## config.mk

```make
export PLATFORM = sky130hd
export DESIGN_NAME = pmt_timer
export DESIGN_NICKNAME = d
export VERILOG_FILES = /design/src/rtl/pmt_pkg.sv /design/src/rtl/pmt_divider.sv /design/src/rtl/pmt_timer.sv
export SDC_FILE = /design/constraint.sdc
export NUM_CORES = 1
export LEC_CHECK = 0
export BUFFER_PORTS_ARGS = -buffer_cell sky130_fd_sc_hd__buf_4
export CAP_MARGIN = 20
export CELL_PAD_IN_SITES_DETAIL_PLACEMENT = 1
export CELL_PAD_IN_SITES_GLOBAL_PLACEMENT = 2
export CORE_MARGIN = 2
export CORE_UTILIZATION = 31
export CTS_CLUSTER_SIZE = 10
export DETAILED_ROUTE_END_ITERATION = 8
export HOLD_SLACK_MARGIN = 0.05
export PLACE_DENSITY = 0.78
export SLEW_MARGIN = 10
export SYNTH_ARGS = -nofsm -noshare
export SYNTH_HDL_FRONTEND = slang
export SYNTH_SLANG_ARGS = --single-unit
```

## constraint.sdc

```tcl
create_clock -name pclk -period 2.1 [get_ports pclk]
set_clock_uncertainty 0.15 [all_clocks]
set_input_delay 0.315 -clock pclk [delete_from_list [all_inputs] [get_ports pclk]]
set_output_delay 0.315 -clock pclk [all_outputs]
set_load 0.02 [all_outputs]
```

## src/rtl/pmt_pkg.sv

```systemverilog
// shared constants and types of the period match timer
package pmt_pkg;

  // apb register byte offsets
  localparam logic [7:0] PMT_ADDR_COUNT  = 8'h00;
  localparam logic [7:0] PMT_ADDR_PERIOD = 8'h04;
  localparam logic [7:0] PMT_ADDR_CTRL   = 8'h08;
  localparam logic [7:0] PMT_ADDR_FLAG   = 8'h0C;
  localparam logic [7:0] PMT_ADDR_ENABLE = 8'h10;
  localparam logic [7:0] PMT_ADDR_GLOBAL = 8'h14;

  // register field positions
  localparam int PMT_CTRL_PRE_LSB  = 0;
  localparam int PMT_CTRL_POST_LSB = 3;
  localparam int PMT_FLAG_BIT      = 0;
  localparam int PMT_ENABLE_BIT    = 0;
  localparam int PMT_GIE_BIT       = 0;
  localparam int PMT_SPI_SEL_BIT   = 1;

  // reset values
  localparam logic [7:0] PMT_COUNT_RST  = 8'h00;
  localparam logic [7:0] PMT_PERIOD_RST = 8'hFF;

  // prescale select codes and divider terminal values
  localparam logic [1:0] PMT_PRE_DIV1  = 2'h0;
  localparam logic [1:0] PMT_PRE_DIV4  = 2'h1;
  localparam logic [3:0] PMT_TERM_DIV1  = 4'h0;
  localparam logic [3:0] PMT_TERM_DIV4  = 4'h3;
  localparam logic [3:0] PMT_TERM_DIV16 = 4'hF;

  // instruction clock is the core clock divided by four
  localparam int         PMT_INST_DIV  = 4;
  localparam logic [1:0] PMT_INST_LAST = 2'(PMT_INST_DIV - 1);

  typedef struct packed {
    logic [3:0] postscale_select;
    logic [1:0] prescale_select;
  } pmt_ctrl_s;

  localparam pmt_ctrl_s PMT_CTRL_RST = '0;

endpackage

```

## src/rtl/pmt_divider.sv

```systemverilog
// clearable event divider used as prescaler and postscaler
module pmt_divider #(
  parameter int W = 4
) (
  // clock and reset
  input  wire logic         pclk,
  input  wire logic         presetn,
  // control
  input  wire logic         clr,
  input  wire logic         en,
  input  wire logic [W-1:0] term,
  // state
  output logic      [W-1:0] cnt,
  output logic              tick
);

  // one tick per term+1 enabled events
  assign tick = en && !clr && (cnt == term);

  always_ff @(posedge pclk or negedge presetn)
  begin
    if (!presetn)
      cnt <= '0;
    else if (clr || tick)
      cnt <= '0;
    else if (en)
      cnt <= cnt + W'(1);
  end

endmodule

```

## src/rtl/pmt_timer.sv

```systemverilog
// period match timer with apb register access
//
// Added by the designer: the register addresses and the APB slave port.
module pmt_timer
(
  // apb slave
  input  wire logic         pclk,
  input  wire logic         presetn,
  input  wire logic         psel,
  input  wire logic         penable,
  input  wire logic         pwrite,
  input  wire logic [7:0]   paddr,
  input  wire logic [31:0]  pwdata,
  output logic      [31:0]  prdata,
  output logic              pready,
  output logic              pslverr,
  // device state
  input  wire logic         sys_reset,
  input  wire logic         sleep,
  // timer outputs
  output logic              match_out,
  output logic              spi_shift_clk,
  output logic              irq
);
  import pmt_pkg::*;

  logic [7:0]  count_r;
  logic [7:0]  period_r;
  pmt_ctrl_s   ctrl_r;
  logic        flag_r;
  logic        enable_r;
  logic        gie_r;
  logic        spi_sel_r;
  logic [1:0]  inst_div_r;
  logic        match_out_r;
  logic        spi_clk_r;
  logic        irq_r;
  logic [31:0] prdata_r;
  logic        pready_r;
  logic        pslverr_r;

  logic        access;
  logic        wr_en;
  logic        rd_load;
  logic        wr_count;
  logic        wr_ctrl;
  logic        div_clr;
  logic        inst_tick;
  logic [3:0]  pre_term;
  logic [3:0]  pre_cnt;
  logic        tmr_tick;
  logic [3:0]  post_cnt;
  logic        post_evt;
  logic        match_evt;
  logic        addr_ok;
  logic [31:0] rd_mux;

  // apb decode; one wait state so every bus output is a flop
  assign access   = psel && penable;
  assign rd_load  = access && !pready_r;
  assign wr_en    = access && pready_r && pwrite;
  assign wr_count = wr_en && (paddr == PMT_ADDR_COUNT);
  assign wr_ctrl  = wr_en && (paddr == PMT_ADDR_CTRL);
  assign div_clr  = wr_count || wr_ctrl || sys_reset;

  always_comb
  begin
    addr_ok = 1'b1;
    rd_mux  = '0;
    unique case (paddr)
      PMT_ADDR_COUNT:  rd_mux[7:0] = count_r;
      PMT_ADDR_PERIOD: rd_mux[7:0] = period_r;
      PMT_ADDR_CTRL:   rd_mux[6:0] = {ctrl_r.postscale_select, 1'b0,
                                      ctrl_r.prescale_select};
      PMT_ADDR_FLAG:   rd_mux[PMT_FLAG_BIT] = flag_r;
      PMT_ADDR_ENABLE: rd_mux[PMT_ENABLE_BIT] = enable_r;
      PMT_ADDR_GLOBAL: rd_mux[PMT_SPI_SEL_BIT:PMT_GIE_BIT] = {spi_sel_r, gie_r};
      default:         addr_ok = 1'b0;
    endcase
  end

  always_ff @(posedge pclk or negedge presetn)
  begin
    if (!presetn)
    begin
      pready_r  <= 1'b0;
      prdata_r  <= '0;
      pslverr_r <= 1'b0;
    end
    else
    begin
      pready_r  <= rd_load;
      pslverr_r <= rd_load && !addr_ok;
      if (rd_load)
        prdata_r <= pwrite ? 32'h0000_0000 : rd_mux;
    end
  end

  // instruction clock enable; sleep freezes it so nothing counts
  always_ff @(posedge pclk or negedge presetn)
  begin
    if (!presetn)
      inst_div_r <= '0;
    else if (sys_reset)
      inst_div_r <= '0;
    else if (!sleep)
      inst_div_r <= inst_div_r + 2'h1;
  end

  assign inst_tick = !sleep && (inst_div_r == PMT_INST_LAST);

  always_comb
  begin
    unique case (ctrl_r.prescale_select)
      PMT_PRE_DIV1: pre_term = PMT_TERM_DIV1;
      PMT_PRE_DIV4: pre_term = PMT_TERM_DIV4;
      default:      pre_term = PMT_TERM_DIV16;
    endcase
  end

  pmt_divider #(.W(4)) u_prescaler (
    .pclk    (pclk),
    .presetn (presetn),
    .clr     (div_clr),
    .en      (inst_tick),
    .term    (pre_term),
    .cnt     (pre_cnt),
    .tick    (tmr_tick)
  );

  assign match_evt = tmr_tick && (count_r == period_r);

  pmt_divider #(.W(4)) u_postscaler (
    .pclk    (pclk),
    .presetn (presetn),
    .clr     (div_clr),
    .en      (match_evt),
    .term    (ctrl_r.postscale_select),
    .cnt     (post_cnt),
    .tick    (post_evt)
  );

  // counter: a bus write wins over counting in the same cycle
  always_ff @(posedge pclk or negedge presetn)
  begin
    if (!presetn)
      count_r <= PMT_COUNT_RST;
    else if (sys_reset)
      count_r <= PMT_COUNT_RST;
    else if (wr_count)
      count_r <= pwdata[7:0];
    else if (match_evt)
      count_r <= PMT_COUNT_RST;
    else if (tmr_tick)
      count_r <= count_r + 8'h01;
  end

  always_ff @(posedge pclk or negedge presetn)
  begin
    if (!presetn)
      period_r <= PMT_PERIOD_RST;
    else if (sys_reset)
      period_r <= PMT_PERIOD_RST;
    else if (wr_en && paddr == PMT_ADDR_PERIOD)
      period_r <= pwdata[7:0];
  end

  // control write loads the fields and clears both dividers, never the count
  always_ff @(posedge pclk or negedge presetn)
  begin
    if (!presetn)
      ctrl_r <= PMT_CTRL_RST;
    else if (sys_reset)
      ctrl_r <= PMT_CTRL_RST;
    else if (wr_ctrl)
    begin
      ctrl_r.prescale_select  <= pwdata[PMT_CTRL_PRE_LSB +: 2];
      ctrl_r.postscale_select <= pwdata[PMT_CTRL_POST_LSB +: 4];
    end
  end

  // flag: hardware set wins over a software clear in the same cycle
  always_ff @(posedge pclk or negedge presetn)
  begin
    if (!presetn)
      flag_r <= 1'b0;
    else if (sys_reset)
      flag_r <= 1'b0;
    else if (post_evt)
      flag_r <= 1'b1;
    else if (wr_en && paddr == PMT_ADDR_FLAG)
      flag_r <= pwdata[PMT_FLAG_BIT];
  end

  always_ff @(posedge pclk or negedge presetn)
  begin
    if (!presetn)
    begin
      enable_r  <= 1'b0;
      gie_r     <= 1'b0;
      spi_sel_r <= 1'b0;
    end
    else if (sys_reset)
    begin
      enable_r  <= 1'b0;
      gie_r     <= 1'b0;
      spi_sel_r <= 1'b0;
    end
    else
    begin
      if (wr_en && paddr == PMT_ADDR_ENABLE)
        enable_r <= pwdata[PMT_ENABLE_BIT];
      if (wr_en && paddr == PMT_ADDR_GLOBAL)
      begin
        gie_r     <= pwdata[PMT_GIE_BIT];
        spi_sel_r <= pwdata[PMT_SPI_SEL_BIT];
      end
    end
  end

  // outputs; shift clock toggles per match so one period is two matches
  always_ff @(posedge pclk or negedge presetn)
  begin
    if (!presetn)
    begin
      match_out_r <= 1'b0;
      spi_clk_r   <= 1'b0;
      irq_r       <= 1'b0;
    end
    else
    begin
      match_out_r <= match_evt;
      if (!spi_sel_r)
        spi_clk_r <= 1'b0;
      else if (match_evt)
        spi_clk_r <= !spi_clk_r;
      irq_r <= flag_r && enable_r && gie_r;
    end
  end

  assign prdata        = prdata_r;
  assign pready        = pready_r;
  assign pslverr       = pslverr_r;
  assign match_out     = match_out_r;
  assign spi_shift_clk = spi_clk_r;
  assign irq           = irq_r;
endmodule

```

==> summary.txt, run 1 <==
Yosys
  • Leading cell types by total area after synthesis: dfrtp_1 35%, dfstp_2 7.2%, buf_4 6.4%, nand2_1 5.0%, nand3_1 4.9%
  • Cell taking the most area after synthesis: dfrtp_1
  • Main synth FF type: dfrtp_1
  • #FFs+latches synth: 49
  • Count leader, synth: dfrtp_1
  • Share of the synthesized area in the top cell type: 0.350
  • EDFF count, synth: 0
  • Sequential-to-total area share from yosys stat: 0.421
  • Syn avg cell area: 9.29 um^2
  • Ys async rst share: 1.00
  • Synth cell types: 55
  • Synthesized netlist cell count: 316
  • Synthesized cell area: 0.00293 mm^2
  • Yosys Warn Count: 0
  • Post-synth top cells: 41 x dfrtp_1, 39 x nand2_1, 29 x nand3_1, 25 x buf_4, 16 x nor2_1

Worst setup path
  • Arrival time of the worst setup path: 2.20 ns
  • Critical Path RT: 2.19 ns
  • RR Startpoint: period_r[7]$_DFFE_PN1P_
  • CP startpoint kind: flip-flop
  • Critical path origin: period_r[7]$_DFFE_PN1P_
  • Setup crit end kind: flip-flop
  • Crit Path Class: flip-flop to flip-flop
  • Max FO, Critical Path: 8

Cells and area
  • ANT cells: 0
  • Multi-input gate area: 0.00159 mm^2
  • Nets@finish: 444
  • Synth-to-Final Area Change: 28.7%
  • Register area: 0.00124 mm^2
  • Fillers: 1071
  • Share of layout cells above drive strength 1: 0.317
  • Final core utilization: 0.411
  • Design area: 0.00378 mm^2

Route
  • Drt drc: 0
  • DRT iter0 DRCs: 106
  • DR vias/cell: 5.28
  • Remaining antenna violation count: 0
  • Drt total wl: 8920 um
  • Vias: 2664
  • DR WL/cell: 17.7 um
  • Initial DRT Pass Iterations: 6

Clocking
  • CTS root buffer: clkbuf_8
  • Clk buf depth: 2
  • Total CTS buffers: 5
  • Worst-Skew Late Latency: 0.31 ns
  • CTS tree: yes
  • CTS sink cnt: 49
  • H-tree levels: 2
  • Clock Pin Slew Worst Setup and Hold Paths: 0.10 ns

STA
  • Fmax achieved: 474 MHz
  • Final Slew Violations: 0
  • Sum Neg Setup Slack: -0.0157 ns
  • Final min period: 2.11 ns
  • RSZ-0062 raised after global routing: true
  • Period utilization: 1.00
  • Final WS setup: -0.00826 ns
  • Fin. Hold Viols: 0
  • Rel. slew slack: 0.549
  • Worst slew pin tran: 0.676 ns
  • Final setup vio count: 2

Power and ir drop
  • Worst ir drop on vdd: 0.264 mV
  • Pwr dens: 524 mW/mm^2
  • Total power: 1980 uW
  • Leak Pwr: 0.00174 uW

Run status
  • Failing checks: setup timing
  • Status: complete, but fails checks

Hold path
  • Worst min-delay path class: input port to flip-flop
  • Min-delay src: pwdata[3]

GRT
  • Initial antenna violation count: 0
  • Grt ovf: 0
  • Vias in the first global route: 2777
  • GRT Util Overall: 0.177
  • Largest net degree at the start of global routing: 50
  • First-pass GRT wire length: 14100 um

Place
  • Post-DP Area: 0.00351 mm^2
  • Gpl congestion: 0.873
  • Setup slack at placement: -0.0343 ns
  • PortBufs: 35
  • Detailed Place HPWL: 6470 um

Die
  • Die extent in y: 101 um
  • Row cnt: 35
  • CORE AREA: 0.00920 mm^2
  • Chip width: 101 um
  • Starting Density: 0.319
  • DIE AREA: 0.0103 mm^2
  • IO Pins: 84

Flow run
  • Max-cap violations: 0
-- cells by family (layout without fill, tap and decap cells) --
| group | after synthesis | count (layout) | synth area share |
|---|---|---|---|
| and+or+nand+nor | 136 | 136 | 0.249 |
| DFF | 49 | 49 | 0.421 |
| buffers and inverters | 41 | 96 | 0.0896 |
| muxes | 8 | 8 | 0.0281 |
| adders and majority gates | 4 | 4 | 0.0171 |
| other | 1 | 24 | 0.00128 |
| xor gates and xnor gates | 16 | 16 | 0.0478 |
| AOI/OAI and AO/OA | 61 | 61 | 0.146 |
-- critical path, stage by stage (launching register included) --
cell,delay (ns)
dfstp_2,0.57
xor2_2,0.07
nor4_2,0.29
nand3_1,0.16
buf_6,0.17
buf_8,0.12
or3_4,0.36
a21oi_2,0.14
-- cell type report --
cell class | instances | area share
clock inverters | 3 | 0.0182
repair buffers | 85 | 0.176
well taps | 111 | 0.0368
multi-input cells | 249 | 0.420
flip-flops and latches | 49 | 0.327
clock buffers | 5 | 0.0182
inverters | 3 | 0.00298
-- flip-flops by register name (all words and copies together) (netlist names) --
register,cells
inst_div_r,2
gie_r,1
u_prescaler.cnt,4
match_out,1
u_postscaler.cnt,4
irq,1
prdata,8
pready,1
spi_shift_clk,1
flag_r,1
enable_r,1
period_r,8
spi_sel_r,1
ctrl_r,6
count_r,8
pslverr,1
-- per-layer routing --
| metal | share of wire | global-route usage | vias up | wire length [um] |
|---|---|---|---|---|
| li1 | - | - | 1251 | - |
| met1 | 0.44 | 0.226 | 1333 | 3940 |
| met2 | 0.51 | 0.315 | 66 | 4530 |
| met3 | 0.033 | 0.0235 | 14 | 297 |
| met4 | 0.017 | 0.0447 | 0 | 152 |
| met5 | 0 | 0 | - | 0 |
-- layout by cell type, fill, tap and decap left out, types with 4 or more instances in the layout --
master,netlist,final
a21oi_1,12,8
a21oi_2,0,4
a222oi_1,5,5
a31oi_1,8,8
and3_1,4,4
buf_4,25,81
clkbuf_8,0,5
conb_1,1,24
dfrtp_1,41,41
dfstp_2,8,8
ha_1,4,4
mux2i_1,6,6
nand2_1,39,39
nand3_1,29,29
nand3b_1,10,10
nor2_1,16,16
nor3_1,7,7
o21ai_0,11,11
o21bai_1,5,5
xor2_1,15,13
-- through the flow --
step | hold WS (ns) | cells
global placement | 0.238 | 491
CTS | 0.0853 | 502
floorplan | -0.131 | 339
global route | 0.111 | 505
finish | 0.0954 | 505
detailed placement | 0.243 | 491
-- what timing repair did --
item                       4_1_cts  5_1_grt
buffers inserted                 2        3
hold endpoints to repair        41        0
hold buffers                     1        0
setup endpoints to repair        5       13
pin swaps                        7       10
resized for setup                5       12
-- where the power goes --
group	internal, uW	switching [uW]
Clock	480	338
Combinational	69.1	136
Sequential	951	4.19
-- path summary, 6_finish.rpt --
kind                       slack [ns]  cells past startpoint                         endpoint
max in group asynchronous        0.90                      2   u_prescaler.cnt[1]$_DFFE_PN0P_
min reg2reg                      0.35                      2            prdata[4]$_DFFE_PN0P_
min                               0.1                      3           count_r[3]$_DFFE_PN0P_
max                            -0.008                      7  u_postscaler.cnt[0]$_DFFE_PN0P_
min in group asynchronous        0.42                      2            prdata[4]$_DFFE_PN0P_
max reg2reg                    -0.008                      7  u_postscaler.cnt[0]$_DFFE_PN0P_
(Power assumes the default switching activity.)
==> run 2: changes to the inputs <==
--- a/config.mk
+++ b/config.mk
@@ -14,7 +14,8 @@
 export CTS_CLUSTER_SIZE = 10
 export DETAILED_ROUTE_END_ITERATION = 8
 export HOLD_SLACK_MARGIN = 0.05
-export PLACE_DENSITY = 0.78
+export PLACE_DENSITY = 0.85
+export SKIP_LAST_GASP = 1
 export SLEW_MARGIN = 10
 export SYNTH_ARGS = -nofsm -noshare
 export SYNTH_HDL_FRONTEND = slang
==> run 2 against run 1 <==
  * The run still ends with setup timing left
  * Sequential share of layout area down 0.53 points
  * Via count shrank 0.60%
  * Global-route usage decreased by 0.29 points
  * Clock power rose by 1%
  * Sequential power hardly changed
  * Fmax down 0.26%
  * Non-clock buffer count down 2
  * Worst hold slack improved by 0.0010 ns
  * Setup slack worse by 0.0055 ns
  * Core utilization increased by 0.68 points
  * Flip-flop and latch count unchanged
  * Combinational power is essentially flat
  * Critical path type unchanged
==> summary.txt, run 2 (synthesized netlist as in run 1, its figures left out) <==
Run status
  • Status: complete, but fails checks
  • Failing checks: setup timing

STA
  • Final WS setup: -0.0137 ns (-0.00545 ns)
  • Period utilization: 1.01 (+0.00260)
  • Final setup vio count: 1 (-1)
  • Sum Neg Setup Slack: -0.0137 ns (+0.00193 ns)
  • Rel. slew slack: 0.566 (+0.0163)
  • Final hold slack: 0.0964 ns (+0.000998 ns)
  • Fmax achieved: 473 MHz (-0.26%)
  • Worst slew pin tran: 0.651 ns (-0.0244 ns)
  • Final Slew Violations: 0 (unchanged)
  • RSZ-0062 raised after global routing: true
  • Final min period: 2.11 ns (+0.00545 ns)
  • Fin. Hold Viols: 0 (unchanged)

GRT
  • Grt ovf: 0 (unchanged)
  • Vias in the first global route: 2730 (-1.7%)
  • GRT met2 Usage: 0.310 (-0.00560)
  • Initial antenna violation count: 0 (unchanged)
  • GRT Util Overall: 0.174 (-0.00285)
  • Global route hottest layer: met2
  • Met1 usage: 0.220 (-0.00639)
  • First-pass GRT wire length: 13900 um (-1.5%)
  • Largest net degree at the start of global routing: 50 (unchanged)
  • Met3 GRT Util: 0.0248 (+0.00138)

Clocking
  • Clock Pin Slew Worst Setup and Hold Paths: 0.10 ns (about the same)
  • Clk buf depth: 2 (unchanged)
  • Total CTS buffers: 5 (unchanged)
  • CTS tree: yes
  • Worst-Skew Late Latency: 0.31 ns (about the same)
  • CTS sink cnt: 49 (unchanged)
  • H-tree levels: 2 (unchanged)
  • CTS root buffer: clkbuf_8

Worst setup path
  • CP startpoint kind: flip-flop
  • Max FO, Critical Path: 6 (-2)
  • Crit Path Class: flip-flop to flip-flop
  • Critical Path RT: 2.20 ns (about the same)
  • Arrival time of the worst setup path: 2.21 ns (about the same)
  • Setup crit end kind: flip-flop

Cells and area
  • Nets@finish: 442 (-0.45%)
  • Synth-to-Final Area Change: 30.8%
  • Register area: 0.00124 mm^2 (unchanged)
  • Share of layout cells above drive strength 1: 0.324 (+0.00672)
  • Multi-input gate area: 0.00163 mm^2 (+2.7%)
  • ANT cells: 0 (unchanged)
  • Fillers: 1081 (+0.93%)
  • Most frequent cells in the layout: 77 x buf_4, 41 x dfrtp_1, 38 x nand2_1, 28 x nand3_1, 24 x conb_1
  • Commonest non-fill, non-tap cell in the layout: buf_4

Place
  • Detailed Place HPWL: 6340 um (-1.9%)
  • Gpl congestion: 0.807 (-7.6%)
  • PortBufs: 35 (unchanged)

Die
  • CORE AREA: 0.00920 mm^2 (unchanged)
  • DIE AREA: 0.0103 mm^2 (unchanged)
  • Die extent in y: 101 um (unchanged)
  • Row cnt: 35 (unchanged)
  • Chip width: 101 um (unchanged)
  • Starting Density: 0.319 (unchanged)
  • IO Pins: 84 (unchanged)

Power and ir drop
  • Pwr dens: 517 mW/mm^2 (-1.3%)
  • Worst ir drop on vdd: 0.213 mV (-19%)
  • Leak Pwr: 0.00176 uW (+1.4%)
  • Total power: 1980 uW (+0.33%)

Route
  • Remaining antenna violation count: 0 (unchanged)
  • Drt drc: 0 (unchanged)
  • DR vias/cell: 5.26 (-0.21%)
  • Vias: 2648 (-0.60%)
  • Drt total wl: 8850 um (-0.70%)
  • DR WL/cell: 17.6 um (-0.30%)
  • Initial DRT Pass Iterations: 4 (-2)
  • DRT iter0 DRCs: 86 (-19%)

Flow run
  • Max-cap violations: 0 (unchanged)

Hold path
  • Worst min-delay path class: input port to flip-flop
-- run 2: changes by cell type in the layout (fill, tap and decap cells not counted), moves of 2 or more --
| cell | delta |
|---|---|
| buf_4 | -4 |
| a22oi_1 | +2 |
| a22oi_2 | -2 |
| buf_12 | +2 |
| nor4_1 | -2 |
-- run 2: final timing paths --
check	end	cells after the start	start	slack, ns
hold / removal	count_r[3]$_DFFE_PN0P_	3	pwdata[3]	0.1
hold reg to reg	prdata[3]$_DFFE_PN0P_	2	prdata[3]$_DFFE_PN0P_	0.35
min in group asynchronous	prdata[3]$_DFFE_PN0P_	2	presetn	0.40
setup / recovery	u_postscaler.cnt[3]$_DFFE_PN0P_	6	period_r[7]$_DFFE_PN1P_	-0.01
max in group asynchronous	prdata[1]$_DFFE_PN0P_	2	presetn	0.94
setup reg to reg	u_postscaler.cnt[3]$_DFFE_PN0P_	6	period_r[7]$_DFFE_PN1P_	-0.01
-- run 2: layout make-up --
cell class              instances  area share
repair buffers                 83       0.178
inverters                       3     0.00293
clock inverters                 3      0.0179
clock buffers                   5      0.0179
multi-input cells             249       0.425
well taps                     111      0.0362
flip-flops and latches         49       0.322
-- run 2: critical path, stage by stage (launching register included) --
cell	delay, ns
dfstp_2	0.57
xor2_2	0.09
nor4_4	0.33
nand3_2	0.14
buf_6	0.15
or4_4	0.48
a21oi_2	0.14
-- run 2: repair_timing --
action | 4_1_cts | 5_1_grt
resized for setup | 6 | 19
hold buffers | 1 | 0
endpoints found under the setup margin | 10 | 14
hold endpoints to repair | 41 | 0
pin swaps | 8 | 6
gates cloned | 0 | 1
buffers inserted | 2 | 1
-- run 2: metal layers --
layer	wire length [um]	part of all wire
met5	0	0
met4	97	0.011
met3	321	0.036
met2	4570	0.52
met1	3860	0.44
-- run 2: through the flow --
step | util | cell area [um^2] | std cells | worst slack (ns)
finish | 0.417 | 3840 | 503 | -0.0137
global route | 0.417 | 3840 | 503 | -0.101
CTS | 0.404 | 3710 | 501 | -0.0520
detailed placement | 0.383 | 3520 | 490 | -0.132
global placement | 0.383 | 3520 | 490 | -0.0729
floorplan | - | 3020 | 339 | 0.138
-- run 2: report_power, final --
part           total [uW]  switching (uW)  internal (uW)
sequential            955            4.40            951
combinational         202             133           69.7
clock                 826             346            480
total                1980             484           1500
==> run 3: changes to the inputs <==
--- a/config.mk
+++ b/config.mk
@@ -10,11 +10,12 @@
 export CELL_PAD_IN_SITES_DETAIL_PLACEMENT = 1
 export CELL_PAD_IN_SITES_GLOBAL_PLACEMENT = 2
 export CORE_MARGIN = 2
-export CORE_UTILIZATION = 31
+export CORE_UTILIZATION = 33
 export CTS_CLUSTER_SIZE = 10
 export DETAILED_ROUTE_END_ITERATION = 8
 export HOLD_SLACK_MARGIN = 0.05
-export PLACE_DENSITY = 0.85
+export PLACE_DENSITY = 0.89
+export SKIP_CTS_REPAIR_TIMING = 1
 export SKIP_LAST_GASP = 1
 export SLEW_MARGIN = 10
 export SYNTH_ARGS = -nofsm -noshare
==> constraint.sdc (replaced) <==
create_clock -name pclk -period 2.7 [get_ports pclk]
set_clock_uncertainty 0.15 [all_clocks]
set_input_delay 0.405 -clock pclk [delete_from_list [all_inputs] [get_ports pclk]]
set_output_delay 0.405 -clock pclk [all_outputs]
set_load 0.02 [all_outputs]
==> run 3 against run 2 <==
  * Register-to-register slack improved by 0.43 ns
  * Critical endpoint unchanged
  * Sequential power fell by 22%
  * Power fell by 28%
  * Combinational power fell by 29%
  * The flow now finishes without violations
  * Routed wire length fell by 11%
  * Clock-buffer cell count did not move
  * Critical path depth did not move
  * Global-route usage fell by 1.1 points
  * Sequential share of layout area rose by 4.6 points
  * Core utilization fell by 3.0 points
==> summary.txt, run 3 (synthesized netlist as in run 1, its figures left out) <==
Run status
  • Status: finished clean

Route
  • DR vias/cell: 5.37 (+2.1%)
  • Initial DRT Pass Iterations: 4 (unchanged)
  • Vias: 2483 (-6.2%)
  • DRT iter0 DRCs: 189 (+120%)
  • Drt drc: 0 (unchanged)
  • Remaining antenna violation count: 0 (unchanged)
  • DR WL/cell: 17.0 um (-3.4%)
  • Drt total wl: 7860 um (-11%)

Clocking
  • CTS sink cnt: 49 (unchanged)
  • Clock Pin Slew Worst Setup and Hold Paths: 0.10 ns (about the same)
  • Total CTS buffers: 5 (unchanged)
  • CTS tree: yes
  • Worst-Skew Late Latency: 0.31 ns (about the same)
  • Clk buf depth: 2 (unchanged)
  • H-tree levels: 2 (unchanged)
  • CTS root buffer: clkbuf_8

GRT
  • Largest net degree at the start of global routing: 50 (unchanged)
  • GRT Util Overall: 0.163 (-0.0105)
  • Grt ovf: 0 (unchanged)
  • Initial antenna violation count: 0 (unchanged)
  • Vias in the first global route: 2558 (-6.3%)
  • First-pass GRT wire length: 12900 um (-7.6%)

Worst setup path
  • CP startpoint kind: flip-flop
  • RR Startpoint: u_prescaler.cnt[0]$_DFFE_PN0P_
  • Max FO, Critical Path: 25 (+19)
  • Arrival time of the worst setup path: 2.38 ns (+0.17 ns)
  • Crit Path Class: flip-flop to flip-flop
  • Setup crit end kind: flip-flop
  • Worst r2r path cells: 6 (unchanged)
  • RR Endpoint: u_postscaler.cnt[3]$_DFFE_PN0P_
  • FF-to-FF setup slack: 0.41 ns (+0.43 ns)
  • Critical Path RT: 2.80 ns (+0.60 ns)

Hold path
  • Min-delay src: pwdata[4]
  • Worst min-delay path class: input port to flip-flop
  • End of the worst hold path: count_r[4]$_DFFE_PN0P_
  • Hold path cells: 3 (unchanged)

Die
  • Chip width: 98.3 um (-3.0%)
  • IO Pins: 84 (unchanged)
  • Row cnt: 34 (-2.9%)
  • DIE AREA: 0.00966 mm^2 (-5.8%)
  • Die extent in y: 98.3 um (-3.0%)
  • CORE AREA: 0.00868 mm^2 (-5.6%)
  • Starting Density: 0.338 (+0.0190)

STA
  • Final setup vio count: 0 (-1)
  • Final min period: 2.29 ns (+0.175 ns)
  • Fmax achieved: 437 MHz (-7.6%)
  • Rel. slew slack: 0.565 (-0.000628)
  • Fin. Hold Viols: 0 (unchanged)
  • Sum Neg Setup Slack: 0 ns (+0.0137 ns)
  • RSZ-0062 raised after global routing: false
  • Period utilization: 0.848 (-0.159)
  • Final Slew Violations: 0 (unchanged)
  • Worst slew pin tran: 0.652 ns (+0.000943 ns)

Place
  • Detailed Place HPWL: 5730 um (-9.7%)
  • PortBufs: 35 (unchanged)
  • Gpl congestion: 0.852 (+5.6%)

Flow run
  • Max-cap violations: 0 (unchanged)

Power and ir drop
  • Pwr dens: 428 mW/mm^2 (-17%)
  • Worst ir drop on vdd: 0.280 mV (+32%)
  • Leak Pwr: 0.00151 uW (-14%)

Cells and area
  • Share of layout cells above drive strength 1: 0.209 (-0.115)
  • Synth-to-Final Area Change: 14.5%
  • Nets@finish: 404 (-8.6%)
  • Commonest non-fill, non-tap cell in the layout: buf_4
  • Most frequent cells in the layout: 44 x buf_4, 41 x dfrtp_1, 39 x nand2_1, 29 x nand3_1, 24 x conb_1
  • Fillers: 1033 (-4.4%)
  • ANT cells: 0 (unchanged)
  • Final core utilization: 0.387 (-0.0303)
[run 3: changes by cell type in the layout (fill, tap and decap cells not counted), moves of 2 or more]
cell,change
xor2_1,+2
xor2_2,-2
a21oi_2,-4
nor4_2,-2
a21oi_1,+4
buf_12,-3
nor4_1,+3
buf_4,-33
[run 3: metal layers]
| layer | GRT usage | share of wire |
|---|---|---|
| met1 | 0.222 | 0.46 |
| met2 | 0.272 | 0.49 |
| met3 | 0.0236 | 0.038 |
| met4 | 0.0474 | 0.012 |
| met5 | 0 | 0 |
[run 3: per-stage QoR]
step / hold slack (ns) / setup WS, ns / area, um^2 / power [uW] / std cells
floorplan: -0.0406 / 0.648 / 3020 / 862 / 339
global placement: 0.318 / 0.392 / 3230 / 898 / 453
detailed placement: 0.323 / 0.371 / 3230 / 900 / 453
CTS: -0.0168 / 0.411 / 3350 / 1450 / 461
global route: 0.201 / 0.304 / 3360 / 1490 / 462
finish: 0.184 / 0.411 / 3360 / 1440 / 462
[run 3: final cells by class]
type | instances | area, um^2 | area share
Clock buffer | 5 | 68.8 | 0.0205
Timing Repair Buffer | 45 | 340 | 0.101
Tap cell | 108 | 135 | 0.0402
Clock inverter | 3 | 46.3 | 0.0138
Multi-Input combinational cell | 249 | 1520 | 0.453
Inverter | 3 | 11.3 | 0.00335
Sequential cell | 49 | 1240 | 0.368
[run 3: worst max-delay path by stage]
stage                                              start                               to  slack (ns)  cells past startpoint
after floorplan                                 paddr[4]           count_r[3]$_DFFE_PN0P_        0.65                      6
after global placement                             sleep  u_postscaler.cnt[3]$_DFFE_PN0P_        0.39                      7
after detailed placement                           sleep  u_postscaler.cnt[3]$_DFFE_PN0P_        0.37                      7
after CTS                 u_prescaler.cnt[0]$_DFFE_PN0P_  u_postscaler.cnt[3]$_DFFE_PN0P_        0.41                      6
after global routing      u_prescaler.cnt[0]$_DFFE_PN0P_  u_postscaler.cnt[3]$_DFFE_PN0P_        0.30                      6
final                     u_prescaler.cnt[0]$_DFFE_PN0P_  u_postscaler.cnt[3]$_DFFE_PN0P_        0.41                      6
[run 3: critical path, stage by stage (launching register included)]
cell and delay, ns:
dfrtp_1 0.45, nor4_1 0.33, o221a_2 0.32, nand3_1 0.10, buf_4 0.23, or4_1 0.51, a21oi_1 0.14
[run 3: power breakdown]
part | leakage [uW] | switching (uW) | internal, uW
clock | 0.0000543 | 272 | 278
combinational | 0.000803 | 98.1 | 45.2
sequential | 0.000654 | 4.19 | 739
